## src/verilog/ssp_pkg.sv

```systemverilog
// Package with register map, field layout and carrier types of the port.
package ssp_pkg;

    // ------------------------------------------------------------------
    // Register map
    // ------------------------------------------------------------------
    localparam logic [31:0] SSP_CMD_IDX = 32'h01ff8100;
    localparam logic [31:0] SSP_DATA_IDX = 32'h01ff8102;
    localparam logic [31:0] SSP_DIV_IDX = 32'h01ff8104;
    localparam logic [31:0] SSP_CMD_ADDR = SSP_CMD_IDX << 2;
    localparam logic [31:0] SSP_DATA_ADDR = SSP_DATA_IDX << 2;
    localparam logic [31:0] SSP_DIV_ADDR = SSP_DIV_IDX << 2;

    // ------------------------------------------------------------------
    // Field positions and widths
    // ------------------------------------------------------------------
    localparam int SSP_ROLE_POS = 0;
    localparam int SSP_PHASE_POS = 2;
    localparam int SSP_POL_POS = 3;
    localparam int SSP_ORDER_POS = 4;
    localparam int SSP_STATOUT_POS = 8;
    localparam int SSP_FULL_POS = 7;
    localparam int SSP_DIV_W = 4;
    localparam int SSP_BITS = 8;

    // ------------------------------------------------------------------
    // Counts and reset values
    // ------------------------------------------------------------------
    localparam logic [3:0] SSP_LAST_EDGE = 4'hf;
    localparam logic [3:0] SSP_LAST_BIT = 4'h7;
    localparam logic [3:0] SSP_DIV_RST = 4'h0;
    localparam logic [7:0] SSP_BYTE_RST = 8'h00;

    // ------------------------------------------------------------------
    // Types
    // ------------------------------------------------------------------
    typedef enum logic [1:0] {
        SSP_IDLE = 2'b00,
        SSP_RUN = 2'b01
    } ssp_state_e_t;

    typedef struct packed {
        logic psel;
        logic penable;
        logic pwrite;
        logic [31:0] paddr;
        logic [31:0] pwdata;
    } ssp_apb_req_t;

    typedef struct packed {
        logic [31:0] prdata;
        logic pready;
        logic pslverr;
    } ssp_apb_rsp_t;

    typedef struct packed {
        logic tx_data_pin;
        logic serial_clock_out;
        logic serial_clock_oe;
        logic data_request_pin;
        logic port_status_pin;
        logic rx_full_flag;
    } ssp_pins_t;

    typedef struct packed {
        ssp_state_e_t state;
        logic slave_role_bit;
        logic clock_phase_bit;
        logic clock_polarity_bit;
        logic lsb_first_select;
        logic status_out_value;
        logic [3:0] divisor_field;
        logic [3:0] div_cnt;
        logic [3:0] edge_cnt;
        logic [3:0] bit_cnt;
        logic [7:0] tx_shift_reg;
        logic [7:0] rx_shift_reg;
        logic [7:0] rx_byte;
        logic full;
        logic sclk_lvl;
        logic sclk_prev;
        ssp_pins_t pins;
        ssp_apb_rsp_t rsp;
    } ssp_regs_t;

endpackage

```

## src/verilog/ssp_sync_serial_port.sv

```systemverilog
// Synchronous serial port with APB register access, master or slave role.
`timescale 1ns/1ps
// Notes on behaviour
// After reset transmit data pin is low and status pin is high.
// Role bit 0 is master driving the clock, 1 is slave.
// Generated clock runs from aux clock/2 to /32, 50% duty.
// Clock rate is aux clock over 2*(divisor+1), divisor in bits 3:0.
// Writing the divisor reloads the divider counter at once.
// Data write clears bit count, loads transmit byte, starts 8-bit shift.
// Data read returns received byte and clears the full flag.
// Divisor bit 7 is read-only full flag, also sent out as interrupt.
// Full flag becomes active on an aux clock edge.
// Command bit 4 picks LSB-first, else MSB-first, both directions.
// Command bit 3 sets clock polarity, ignored in pin I/O mode.
// Phase bit 2 puts first clock edge mid-bit or at bit start.
// Partner samples on rising edge when polarity equals phase.
// One byte each way per transfer over eight clock pulses.
// Partner uses the same polarity and phase as this port.
// Command bit 8 drives the status pin when configured as output.
// In slave role a request/acknowledge handshake is offered.
// After eighth bit, received byte goes to input register, flag set.
// Unused register bits read as zero.
// Idle clock rests at polarity level, eight clock cycles per write.
module ssp_sync_serial_port #(
    parameter int DIV_W = 4
) (
    input wire logic sys_clk,
    input wire logic sys_rst,
    input wire ssp_pkg::ssp_apb_req_t apb_req,
    output ssp_pkg::ssp_apb_rsp_t apb_rsp,
    input wire logic rx_data_pin,
    input wire logic serial_clock_in,
    input wire logic data_ack_pin,
    input wire logic pin_io_mode,
    input wire logic pin_gpo_select,
    output ssp_pkg::ssp_pins_t pins
);

    // ------------------------------------------------------------------
    // Elaboration check
    // ------------------------------------------------------------------
    generate
        if (DIV_W != ssp_pkg::SSP_DIV_W) begin : g_bad_div
            $error("divisor width must match the register field");
        end
    endgenerate

    ssp_pkg::ssp_regs_t r;
    ssp_pkg::ssp_regs_t next_r;

    logic hit_cmd;
    logic hit_data;
    logic hit_div;
    logic wr;
    logic rd;
    logic tick;
    logic edge_ev;
    logic sample;
    logic launch;
    logic [7:0] nrx;

    assign apb_rsp = r.rsp;
    assign pins = r.pins;

    // ------------------------------------------------------------------
    // Next-state logic
    // ------------------------------------------------------------------
    always_comb begin
        next_r = r;
        nrx = r.rx_shift_reg;
        sample = 1'b0;
        launch = 1'b0;
        tick = 1'b0;
        hit_cmd = apb_req.paddr == ssp_pkg::SSP_CMD_ADDR;
        hit_data = apb_req.paddr == ssp_pkg::SSP_DATA_ADDR;
        hit_div = apb_req.paddr == ssp_pkg::SSP_DIV_ADDR;
        wr = apb_req.psel & apb_req.penable & r.rsp.pready & apb_req.pwrite;
        rd = apb_req.psel & apb_req.penable & r.rsp.pready & ~apb_req.pwrite;

        // Half-period divider; each tick is one clock edge.
        if (r.div_cnt == 4'h0) begin
            tick = 1'b1;
            next_r.div_cnt = r.divisor_field;
        end else begin
            next_r.div_cnt = r.div_cnt - 4'h1;
        end

        // Input clock is taken as synchronous, so one previous sample
        // is enough to see its edges.
        next_r.sclk_prev = serial_clock_in;
        if (r.slave_role_bit) begin
            edge_ev = serial_clock_in != r.sclk_prev;
        end else begin
            edge_ev = (r.state == ssp_pkg::SSP_RUN) & tick;
        end

        // Read of data clears the flag; a same-cycle set still wins below.
        if (rd && hit_data) begin
            next_r.full = 1'b0;
        end

        if (edge_ev) begin
            // Phase 0 samples on even edges, phase 1 on odd ones.
            sample = r.edge_cnt[0] == r.clock_phase_bit;
            if (r.clock_phase_bit) begin
                launch = ~sample & (r.edge_cnt != 4'h0);
            end else begin
                launch = ~sample & (r.edge_cnt != ssp_pkg::SSP_LAST_EDGE);
            end
            if (!r.slave_role_bit) begin
                next_r.sclk_lvl = ~r.sclk_lvl;
            end
            if (r.slave_role_bit && r.state == ssp_pkg::SSP_IDLE) begin
                next_r.state = ssp_pkg::SSP_RUN;
            end
            if (r.edge_cnt == ssp_pkg::SSP_LAST_EDGE) begin
                next_r.edge_cnt = 4'h0;
                next_r.state = ssp_pkg::SSP_IDLE;
                next_r.pins.data_request_pin = 1'b0;
            end else begin
                next_r.edge_cnt = r.edge_cnt + 4'h1;
            end
        end

        if (sample) begin
            if (r.lsb_first_select) begin
                nrx = {rx_data_pin, r.rx_shift_reg[7:1]};
            end else begin
                nrx = {r.rx_shift_reg[6:0], rx_data_pin};
            end
            next_r.rx_shift_reg = nrx;
            next_r.bit_cnt = r.bit_cnt + 4'h1;
            if (r.bit_cnt == ssp_pkg::SSP_LAST_BIT) begin
                next_r.bit_cnt = 4'h0;
                next_r.rx_byte = nrx;
                next_r.full = 1'b1;
            end
        end

        if (launch) begin
            if (r.lsb_first_select) begin
                next_r.tx_shift_reg = r.tx_shift_reg >> 1;
            end else begin
                next_r.tx_shift_reg = r.tx_shift_reg << 1;
            end
        end

        // Master clock rests at the polarity level between transfers.
        if (r.state == ssp_pkg::SSP_IDLE && !edge_ev) begin
            next_r.sclk_lvl = r.clock_polarity_bit;
        end

        // Slave handshake: request drops once the master acknowledges.
        if (data_ack_pin) begin
            next_r.pins.data_request_pin = 1'b0;
        end

        // Register writes.
        if (wr && hit_cmd) begin
            next_r.slave_role_bit = apb_req.pwdata[ssp_pkg::SSP_ROLE_POS];
            next_r.clock_phase_bit = apb_req.pwdata[ssp_pkg::SSP_PHASE_POS];
            next_r.clock_polarity_bit = apb_req.pwdata[ssp_pkg::SSP_POL_POS];
            next_r.lsb_first_select = apb_req.pwdata[ssp_pkg::SSP_ORDER_POS];
            next_r.status_out_value =
                apb_req.pwdata[ssp_pkg::SSP_STATOUT_POS];
        end
        if (wr && hit_div) begin
            next_r.divisor_field = apb_req.pwdata[3:0];
            next_r.div_cnt = apb_req.pwdata[3:0];
        end
        if (wr && hit_data) begin
            next_r.tx_shift_reg = apb_req.pwdata[7:0];
            next_r.bit_cnt = 4'h0;
            next_r.edge_cnt = 4'h0;
            next_r.state = ssp_pkg::SSP_RUN;
            next_r.div_cnt = r.divisor_field;
            next_r.sclk_lvl = r.clock_polarity_bit;
            next_r.pins.data_request_pin = r.slave_role_bit;
        end

        // APB answer: one access cycle, data prepared during setup.
        next_r.rsp.pready = apb_req.psel & ~apb_req.penable;
        next_r.rsp.pslverr = 1'b0;
        next_r.rsp.prdata = 32'h00000000;
        if (apb_req.psel && !apb_req.penable) begin
            next_r.rsp.pslverr = ~(hit_cmd | hit_data | hit_div);
            if (hit_cmd) begin
                next_r.rsp.prdata[ssp_pkg::SSP_ROLE_POS] = r.slave_role_bit;
                next_r.rsp.prdata[ssp_pkg::SSP_PHASE_POS] =
                    r.clock_phase_bit;
                next_r.rsp.prdata[ssp_pkg::SSP_POL_POS] =
                    r.clock_polarity_bit;
                next_r.rsp.prdata[ssp_pkg::SSP_ORDER_POS] =
                    r.lsb_first_select;
                next_r.rsp.prdata[ssp_pkg::SSP_STATOUT_POS] =
                    r.status_out_value;
            end
            if (hit_data) begin
                next_r.rsp.prdata[7:0] = r.rx_byte;
            end
            if (hit_div) begin
                next_r.rsp.prdata[3:0] = r.divisor_field;
                next_r.rsp.prdata[ssp_pkg::SSP_FULL_POS] = r.full;
            end
        end

        // Pin outputs, registered from the next state.
        if (r.slave_role_bit) begin
            next_r.pins.serial_clock_oe = 1'b0;
        end else begin
            next_r.pins.serial_clock_oe = 1'b1;
        end
        if (pin_io_mode) begin
            next_r.pins.serial_clock_out = 1'b0;
        end else begin
            next_r.pins.serial_clock_out = next_r.sclk_lvl;
        end
        if (next_r.lsb_first_select) begin
            next_r.pins.tx_data_pin = next_r.tx_shift_reg[0];
        end else begin
            next_r.pins.tx_data_pin = next_r.tx_shift_reg[7];
        end
        if (pin_gpo_select) begin
            next_r.pins.port_status_pin = next_r.status_out_value;
        end else begin
            next_r.pins.port_status_pin =
                next_r.state == ssp_pkg::SSP_IDLE;
        end
        next_r.pins.rx_full_flag = next_r.full;
    end

    // ------------------------------------------------------------------
    // State register
    // ------------------------------------------------------------------
    // The flag is updated on the one system clock edge; there is no
    // second edge to use, so it lands at the first edge after the bit.
    always_ff @(posedge sys_clk) begin
        if (sys_rst) begin
            r <= '0;
            r.state <= ssp_pkg::SSP_IDLE;
            r.divisor_field <= ssp_pkg::SSP_DIV_RST;
            r.rx_byte <= ssp_pkg::SSP_BYTE_RST;
            r.tx_shift_reg <= ssp_pkg::SSP_BYTE_RST;
            r.pins.tx_data_pin <= 1'b0;
            r.pins.port_status_pin <= 1'b1;
            r.pins.serial_clock_oe <= 1'b1;
        end else begin
            r <= next_r;
        end
    end

endmodule

```

## config.mk

```make
export PLATFORM = sky130hd
export DESIGN_NAME = ssp_sync_serial_port
export DESIGN_NICKNAME = d
export VERILOG_FILES = /design/src/verilog/ssp_pkg.sv /design/src/verilog/ssp_sync_serial_port.sv
export SDC_FILE = /design/constraint.sdc
export NUM_CORES = 1
export LEC_CHECK = 0
export ABC_AREA = 1
export BUFFER_PORTS_ARGS = -buffer_cell sky130_fd_sc_hd__buf_2
export CAP_MARGIN = 20
export CORE_ASPECT_RATIO = 1.5
export CORE_MARGIN = 2
export CORE_UTILIZATION = 48
export CTS_BUF_LIST = sky130_fd_sc_hd__clkbuf_4 sky130_fd_sc_hd__clkbuf_8
export CTS_CLUSTER_DIAMETER = 100
export CTS_CLUSTER_SIZE = 10
export DETAILED_ROUTE_END_ITERATION = 10
export PLACE_DENSITY_LB_ADDON = 0.12
export SYNTH_ARGS = -nofsm -noshare
export SYNTH_HDL_FRONTEND = slang
export SYNTH_SLANG_ARGS = --single-unit
```

## constraint.sdc

```tcl
create_clock -name sys_clk -period 1.81 [get_ports sys_clk]
set_clock_uncertainty 0.2 [all_clocks]
set_input_delay 0.362 -clock sys_clk [delete_from_list [all_inputs] [get_ports sys_clk]]
set_output_delay 0.362 -clock sys_clk [all_outputs]
set_load 0.01 [all_outputs]
```

==> impl_metrics.json, run 1 <==
{
  "p_seq_share_pct": 49.5,
  "min_period_over_period_pct": 97.5,
  "pwr_density_cell_mw_per_mm2": 675,
  "antenna_left": 0,
  "fin_nets": 680,
  "root_buffer": "clkbuf_8",
  "switching_share_pct": 27.7,
  "htree_levels": 3,
  "syn_area_sq_mm": 0.00370,
  "combPwrFrac_pct": 14.9,
  "io_pins": 114,
  "route.detailed.drc": 0,
  "layout_setup_ws_ps": 46.0,
  "numCtsBuffers": 9,
  "crit_family": "simple AND/OR/NAND/NOR gates",
  "antennaDiodeCount": 0,
  "drtIter0Drc": 130,
  "worst_ep_required_time_ps": 1850,
  "maxCapViolCount": 0,
  "endpoint_kind": "flop",
  "via_per_inst": 4.70,
  "ys_types": 44,
  "grt_pass1_wl_mm": 12.9,
  "die_y_um": 111,
  "syn_avg_cell_area_sq_um": 7.20,
  "seq_area_frac_synth_pct": 35.7,
  "clock_latency_ps": 350,
  "busiest_layer": "met2",
  "num_vias": 3331,
  "timing.hold.ws_ps": 40.9,
  "num-fill-cells": 769,
  "synth_top_area_share_pct": 35.7,
  "use_met2_pct": 35.0,
  "use_met3_pct": 4.62,
  "min_from": "serial_clock_in",
  "ys_top_cells_by_area": "dfxtp_1 (36%), nand2_1 (11%), buf_4 (8.5%)",
  "die_x_um": 75.6,
  "cts.clk_slew.worst_paths_ps": 70,
  "routed_wl_mm": 8.10,
  "peakVddDrop_mv": 0.493,
  "r2r_slack_ps": 50,
  "avgRoutedWirePerCell_um": 11.4,
  "drive_gt1_share_pct": 31.1,
  "clock.fmax_mhz": 567,
  "p_switching_mw": 0.832,
  "antenna_found_initial": 0,
  "dr.pass1.iters": 4,
  "rsz0062_at_grt": "yes",
  "hold_violations": 0,
  "r2r_start": "r[76]",
  "core_sq_mm": 0.00756,
  "pre_cts_slack_ps": -179,
  "cp_num_buf_inv": 2,
  "grt_pass1_vias": 3013,
  "worstPathCellList": "inv_2 > ha_4 > nand2_4 > nor2_4 > nand2_4 > nand2_8 > buf_12 > nand3_1 > nand3_2 > nand2_2 > nor2_2 > a21oi_2",
  "syn2layout_area_growth_pct": 20.4,
  "cts.sinks": 66,
  "ys.flop_type": "dfxtp_1",
  "start_kind": "flop",
  "final_cell_mix": "nand2_1 (101), buf_2 (67), dfxtp_1 (62), inv_1 (59), buf_4 (39)",
  "critPathMostFrequentCell": "nand2_4",
  "yosysWarnings": 0,
  "dieArea_sq_mm": 0.00843,
  "criticalPathCategory": "flop to flop",
  "slowest_delay_ps": 330,
  "hold_buffers": 0,
  "hold_path_class": "input pin to flop",
  "hold_depth": 3,
  "syn_inst": 513,
  "cts_tree": "done",
  "worstHoldEndpoint": "r[40]",
  "utilization_pct": 58.8,
  "dp_hpwl_mm": 6.34,
  "yosys.area.top_type": "dfxtp_1",
  "grtUsageTotal_pct": 20.0,
  "intPower_mw": 2.17,
  "tns_ps": 0,
  "grt_max_degree": 19,
  "grt_overflow": 0,
  "status": "completed",
  "synth_seq_cells": 66,
  "critical_path.max_fanout": 5,
  "totalPowerFinal_mw": 3.00,
  "critical_path_arrival_ps": 1810,
  "fin_crit_ps": 1760,
  "start_util_pct": 48.9,
  "timing.rr.end": "pins[5]",
  "mostFrequentLayoutCell": "nand2_1",
  "grt.met1_usage_pct": 22.1,
  "setup_viol": 0,
  "worstRegToRegCells": 12,
  "cp_slowest_cell": "dfxtp_2",
  "p_leak_nw": 2.03,
  "async_flop_share_pct": 0,
  "clockBufferDepth": 2,
  "place.gp.congestion": 0.832,
  "io_buffers": 67,
  "synth-edff-count": 0,
  "clock_power_share_pct": 35.6,
  "rows": 39,
  "maxSlewViolCount": 0
}
-- per-layer routing --
layer | vias up | part of all wire [%]
met3 | 12 | 5.1
met2 | 95 | 51
met4 | 0 | 2.1
li1 | 1751 | -
met5 | - | 0
met1 | 1473 | 42
-- area by class of cell --
cell class | instances | area, sq um | area share, %
clock buffer | 9 | 124 | 2.78
clock inverter | 7 | 46.3 | 1.04
sequential | 66 | 1330 | 29.8
inverter | 72 | 274 | 6.16
multi-input combinational | 344 | 1870 | 42.1
timing repair buffer | 109 | 679 | 15.3
tap | 102 | 128 | 2.87
-- Yosys cell counts (2+ instances only) --
cell type and n:
a21oi_1 38, a21oi_2 2, a31oi_1 5, and3_1 2
buf_2 3, buf_4 42, buf_6 3, clkbuf_1 4
dfxtp_1 66, ha_1 4, inv_1 61, inv_2 8
nand2_1 105, nand2_2 9, nand2_4 4, nand3_1 24
nand3_4 2, nand3b_1 3, nand4_1 7, nor2_1 37
nor2_2 5, nor2_4 4, nor2_8 2, nor3_1 6
nor3_2 4, o211ai_1 4, o21a_1 3, o21ai_0 32
o21ai_1 4, or2_2 2, xnor2_1 2, xor2_1 4
-- how the worst max path moves through the flow --
stage	end	depth (start not counted)	slack (ps)	startpoint
floorplan	r[49]	12	90	r[75]
global placement	pins[5]	12	-150	apb_req[41]
detailed placement	pins[5]	12	-180	apb_req[41]
CTS	r[48]	11	10	r[75]
global route	r[52]	10	-40	r[76]
finish	pins[5]	12	50	r[76]
-- flip-flops by register name (all words and copies together), names as in the netlist --
| name | cells |
|---|---|
| apb_rsp | 11 |
| pins | 6 |
| r | 49 |
-- what timing repair did --
action / CTS / global route
pin swaps: 2 / 10
setup endpoints to repair: 15 / 29
gates resized for setup: 4 / 21
gates cloned: 0 / 0
buffers inserted: 0 / 2
-- metrics by stage --
step	cells	cell area [sq um]
2_1_floorplan	535	3780
3_3_place_gp	691	4180
3_5_place_dp	691	4180
4_1_cts	707	4370
5_1_grt	709	4450
6_report	709	4450
-- power by group through the flow --
stage | clock [mW] | sequential [mW] | combinational (mW)
final | 1.07 | 1.49 | 0.448
after global routing | 1.15 | 1.49 | 0.517
after CTS | 1.11 | 1.48 | 0.414
after detailed placement | 0 | 1.52 | 0.409
after global placement | 0 | 1.52 | 0.399
after floorplan | 0 | 1.52 | 0.284
-- tightest hold or removal path: stages --
cell and delay, ps:
buf_2 110, inv_1 50, nor2_1 30
-- cells by family (layout without fill, tap and decap cells) --
kind of cell / Yosys count / after routing / share of synthesized area, %
xor+xnor: 6 / 6 / 1.42
fa+ha+maj: 4 / 4 / 1.35
buf+inv: 125 / 197 / 17.8
flops: 66 / 66 / 35.7
compound gates: 90 / 90 / 13.2
mux: 1 / 1 / 0.305
other cells: 1 / 23 / 0.101
simple gates: 220 / 220 / 30.1
Power figures use the tool's default switching activity.
==> run 2: changes to the inputs <==
--- a/config.mk
+++ b/config.mk
@@ -16,6 +16,7 @@
 export CTS_CLUSTER_SIZE = 10
 export DETAILED_ROUTE_END_ITERATION = 10
 export PLACE_DENSITY_LB_ADDON = 0.12
+export RECOVER_POWER = 25
 export SYNTH_ARGS = -nofsm -noshare
 export SYNTH_HDL_FRONTEND = slang
 export SYNTH_SLANG_ARGS = --single-unit
==> impl_metrics.json, run 2 (synthesis results as in run 1) <==
{
  "setup_viol": 0,
  "largest_reg_flops": 49,
  "largest-register": "r",
  "relSlewSlack_pct": 59.8,
  "seq_area_sq_mm": 0.00133,
  "dr.pass1.iters": 4,
  "met1Wirelength_mm": 3.43,
  "peakVddDrop_mv": 0.494,
  "fin_nets": 680,
  "mostFrequentLayoutCell": "nand2_1",
  "hold_violations": 0,
  "tightest_slew_ps": 603,
  "cts_tree": "done",
  "dr_wl_met2_mm": 4.13,
  "multi_input_area_sq_mm": 0.00187,
  "rows": 39,
  "maxSlewViolCount": 0,
  "antennaDiodeCount": 0,
  "htree_levels": 3,
  "pwr_density_cell_mw_per_mm2": 679,
  "utilization_pct": 58.6,
  "final_cell_mix": "nand2_1 (101), dfxtp_1 (62), inv_1 (59), buf_2 (54)",
  "grt_overflow": 0,
  "p_leak_nw": 1.97,
  "drive_gt1_share_pct": 28.8,
  "status": "completed",
  "crit_start": "r[76]",
  "numCtsBuffers": 9,
  "grt_pass1_wl_mm": 12.9,
  "die_x_um": 75.6,
  "r2r_start": "r[76]",
  "hold_depth": 3,
  "final_area_sq_mm": 0.00443,
  "avgRoutedWirePerCell_um": 11.4,
  "start_kind": "flop",
  "critical_path.max_fanout": 5,
  "min_from": "serial_clock_in",
  "syn2layout_area_growth_pct": 19.8,
  "start_util_pct": 48.9,
  "criticalPathCategory": "flop to flop",
  "num-fill-cells": 775,
  "worstHoldEndpoint": "r[40]",
  "clock.fmax_mhz": 567,
  "dpl-instance-area_sq_mm": 0.00418,
  "io_buffers": 67,
  "critical_path_arrival_ps": 1810,
  "totalPowerFinal_mw": 3.01,
  "io_pins": 114,
  "core_sq_mm": 0.00756,
  "drtIter0Drc": 127,
  "grtUsageTotal_pct": 20.0,
  "endpoint_kind": "flop",
  "timing.rr.end": "pins[5]",
  "routed_wl_mm": 8.11,
  "r2r_slack_ps": 50,
  "hold_path_class": "input pin to flop",
  "via_per_inst": 4.69,
  "grt_pass1_vias": 3013,
  "root_buffer": "clkbuf_8",
  "clockBufferDepth": 2,
  "maxCapViolCount": 0,
  "fin_crit_ps": 1760,
  "top_layer_used": "met4",
  "worst_ep_required_time_ps": 1850,
  "route.detailed.drc": 0,
  "hold_buffers": 0,
  "rsz0062_at_grt": "yes",
  "grt_max_degree": 19,
  "timing.hold.ws_ps": 40.7,
  "dp_hpwl_mm": 6.34,
  "cts.clk_slew.worst_paths_ps": 70,
  "num_vias": 3328,
  "min_period_over_period_pct": 97.5,
  "dr_wl_met3_um": 381,
  "dieArea_sq_mm": 0.00843,
  "cts.sinks": 66,
  "clock_latency_ps": 350,
  "antenna_found_initial": 0,
  "die_y_um": 111,
  "antenna_left": 0,
  "worstRegToRegCells": 12,
  "place.gp.congestion": 0.832
}
-- run 2: changes by cell type in the layout (fill, tap and decap cells not counted) --
cell | before | now
buf_2 | 67 | 54
buf_4 | 39 | 38
clkbuf_1 | 0 | 14
-- run 2: repair_timing --
action                     CTS  global route
pin swaps                    2            10
buffers inserted             0             2
setup endpoints to repair   15            29
gates cloned                 0             0
resized for setup            4            21
-- run 2: per-layer routing --
layer / global-route usage (%) / up-vias
li1: - / 1751
met1: 22.1 / 1481
met3: 4.62 / 12
met2: 35.0 / 84
met5: 0 / -
met4: 9.01 / 0
-- run 2: layout make-up --
type / instances / area share, %
clock buffers: 9 / 2.80
clock inverters: 7 / 1.05
inverters: 72 / 6.19
multi-input cells: 344 / 42.3
flip-flops and latches: 66 / 29.9
well taps: 102 / 2.88
repair buffers: 109 / 14.9
-- run 2: worst max-delay path by stage --
stage / end / slack (ps)
6_report: pins[5] / 50
5_1_grt: r[52] / -40
4_1_cts: r[48] / 10
3_5_place_dp: pins[5] / -180
3_3_place_gp: pins[5] / -150
2_1_floorplan: r[49] / 90
-- run 2: per-stage QoR --
stage	setup WS (ps)	instances	TNS [ps]
2_1_floorplan	91.2	535	0
3_3_place_gp	-147	691	-2110
6_report	45.0	709	0
5_1_grt	-40.6	709	-346
4_1_cts	14.1	707	0
3_5_place_dp	-179	691	-3340
-- run 2: power breakdown --
part           total, mW  internal [mW]  leakage (nW)  switching, mW
Combinational      0.450          0.208          1.36          0.242
Sequential          1.49           1.47         0.534         0.0140
Clock               1.07          0.490        0.0810          0.580
Total               3.01           2.17          1.97          0.836
-- run 2: worst max-delay path, cell delays in order, from the launching register on --
cell and delay (ps):
dfxtp_2 330, inv_2 60, ha_4 140, nand2_4 60, nor2_4 150, nand2_4 90, nand2_8 110, buf_12 120
nand3_1 80, nand3_2 100, nand2_2 70, nor2_2 120, a21oi_2 40
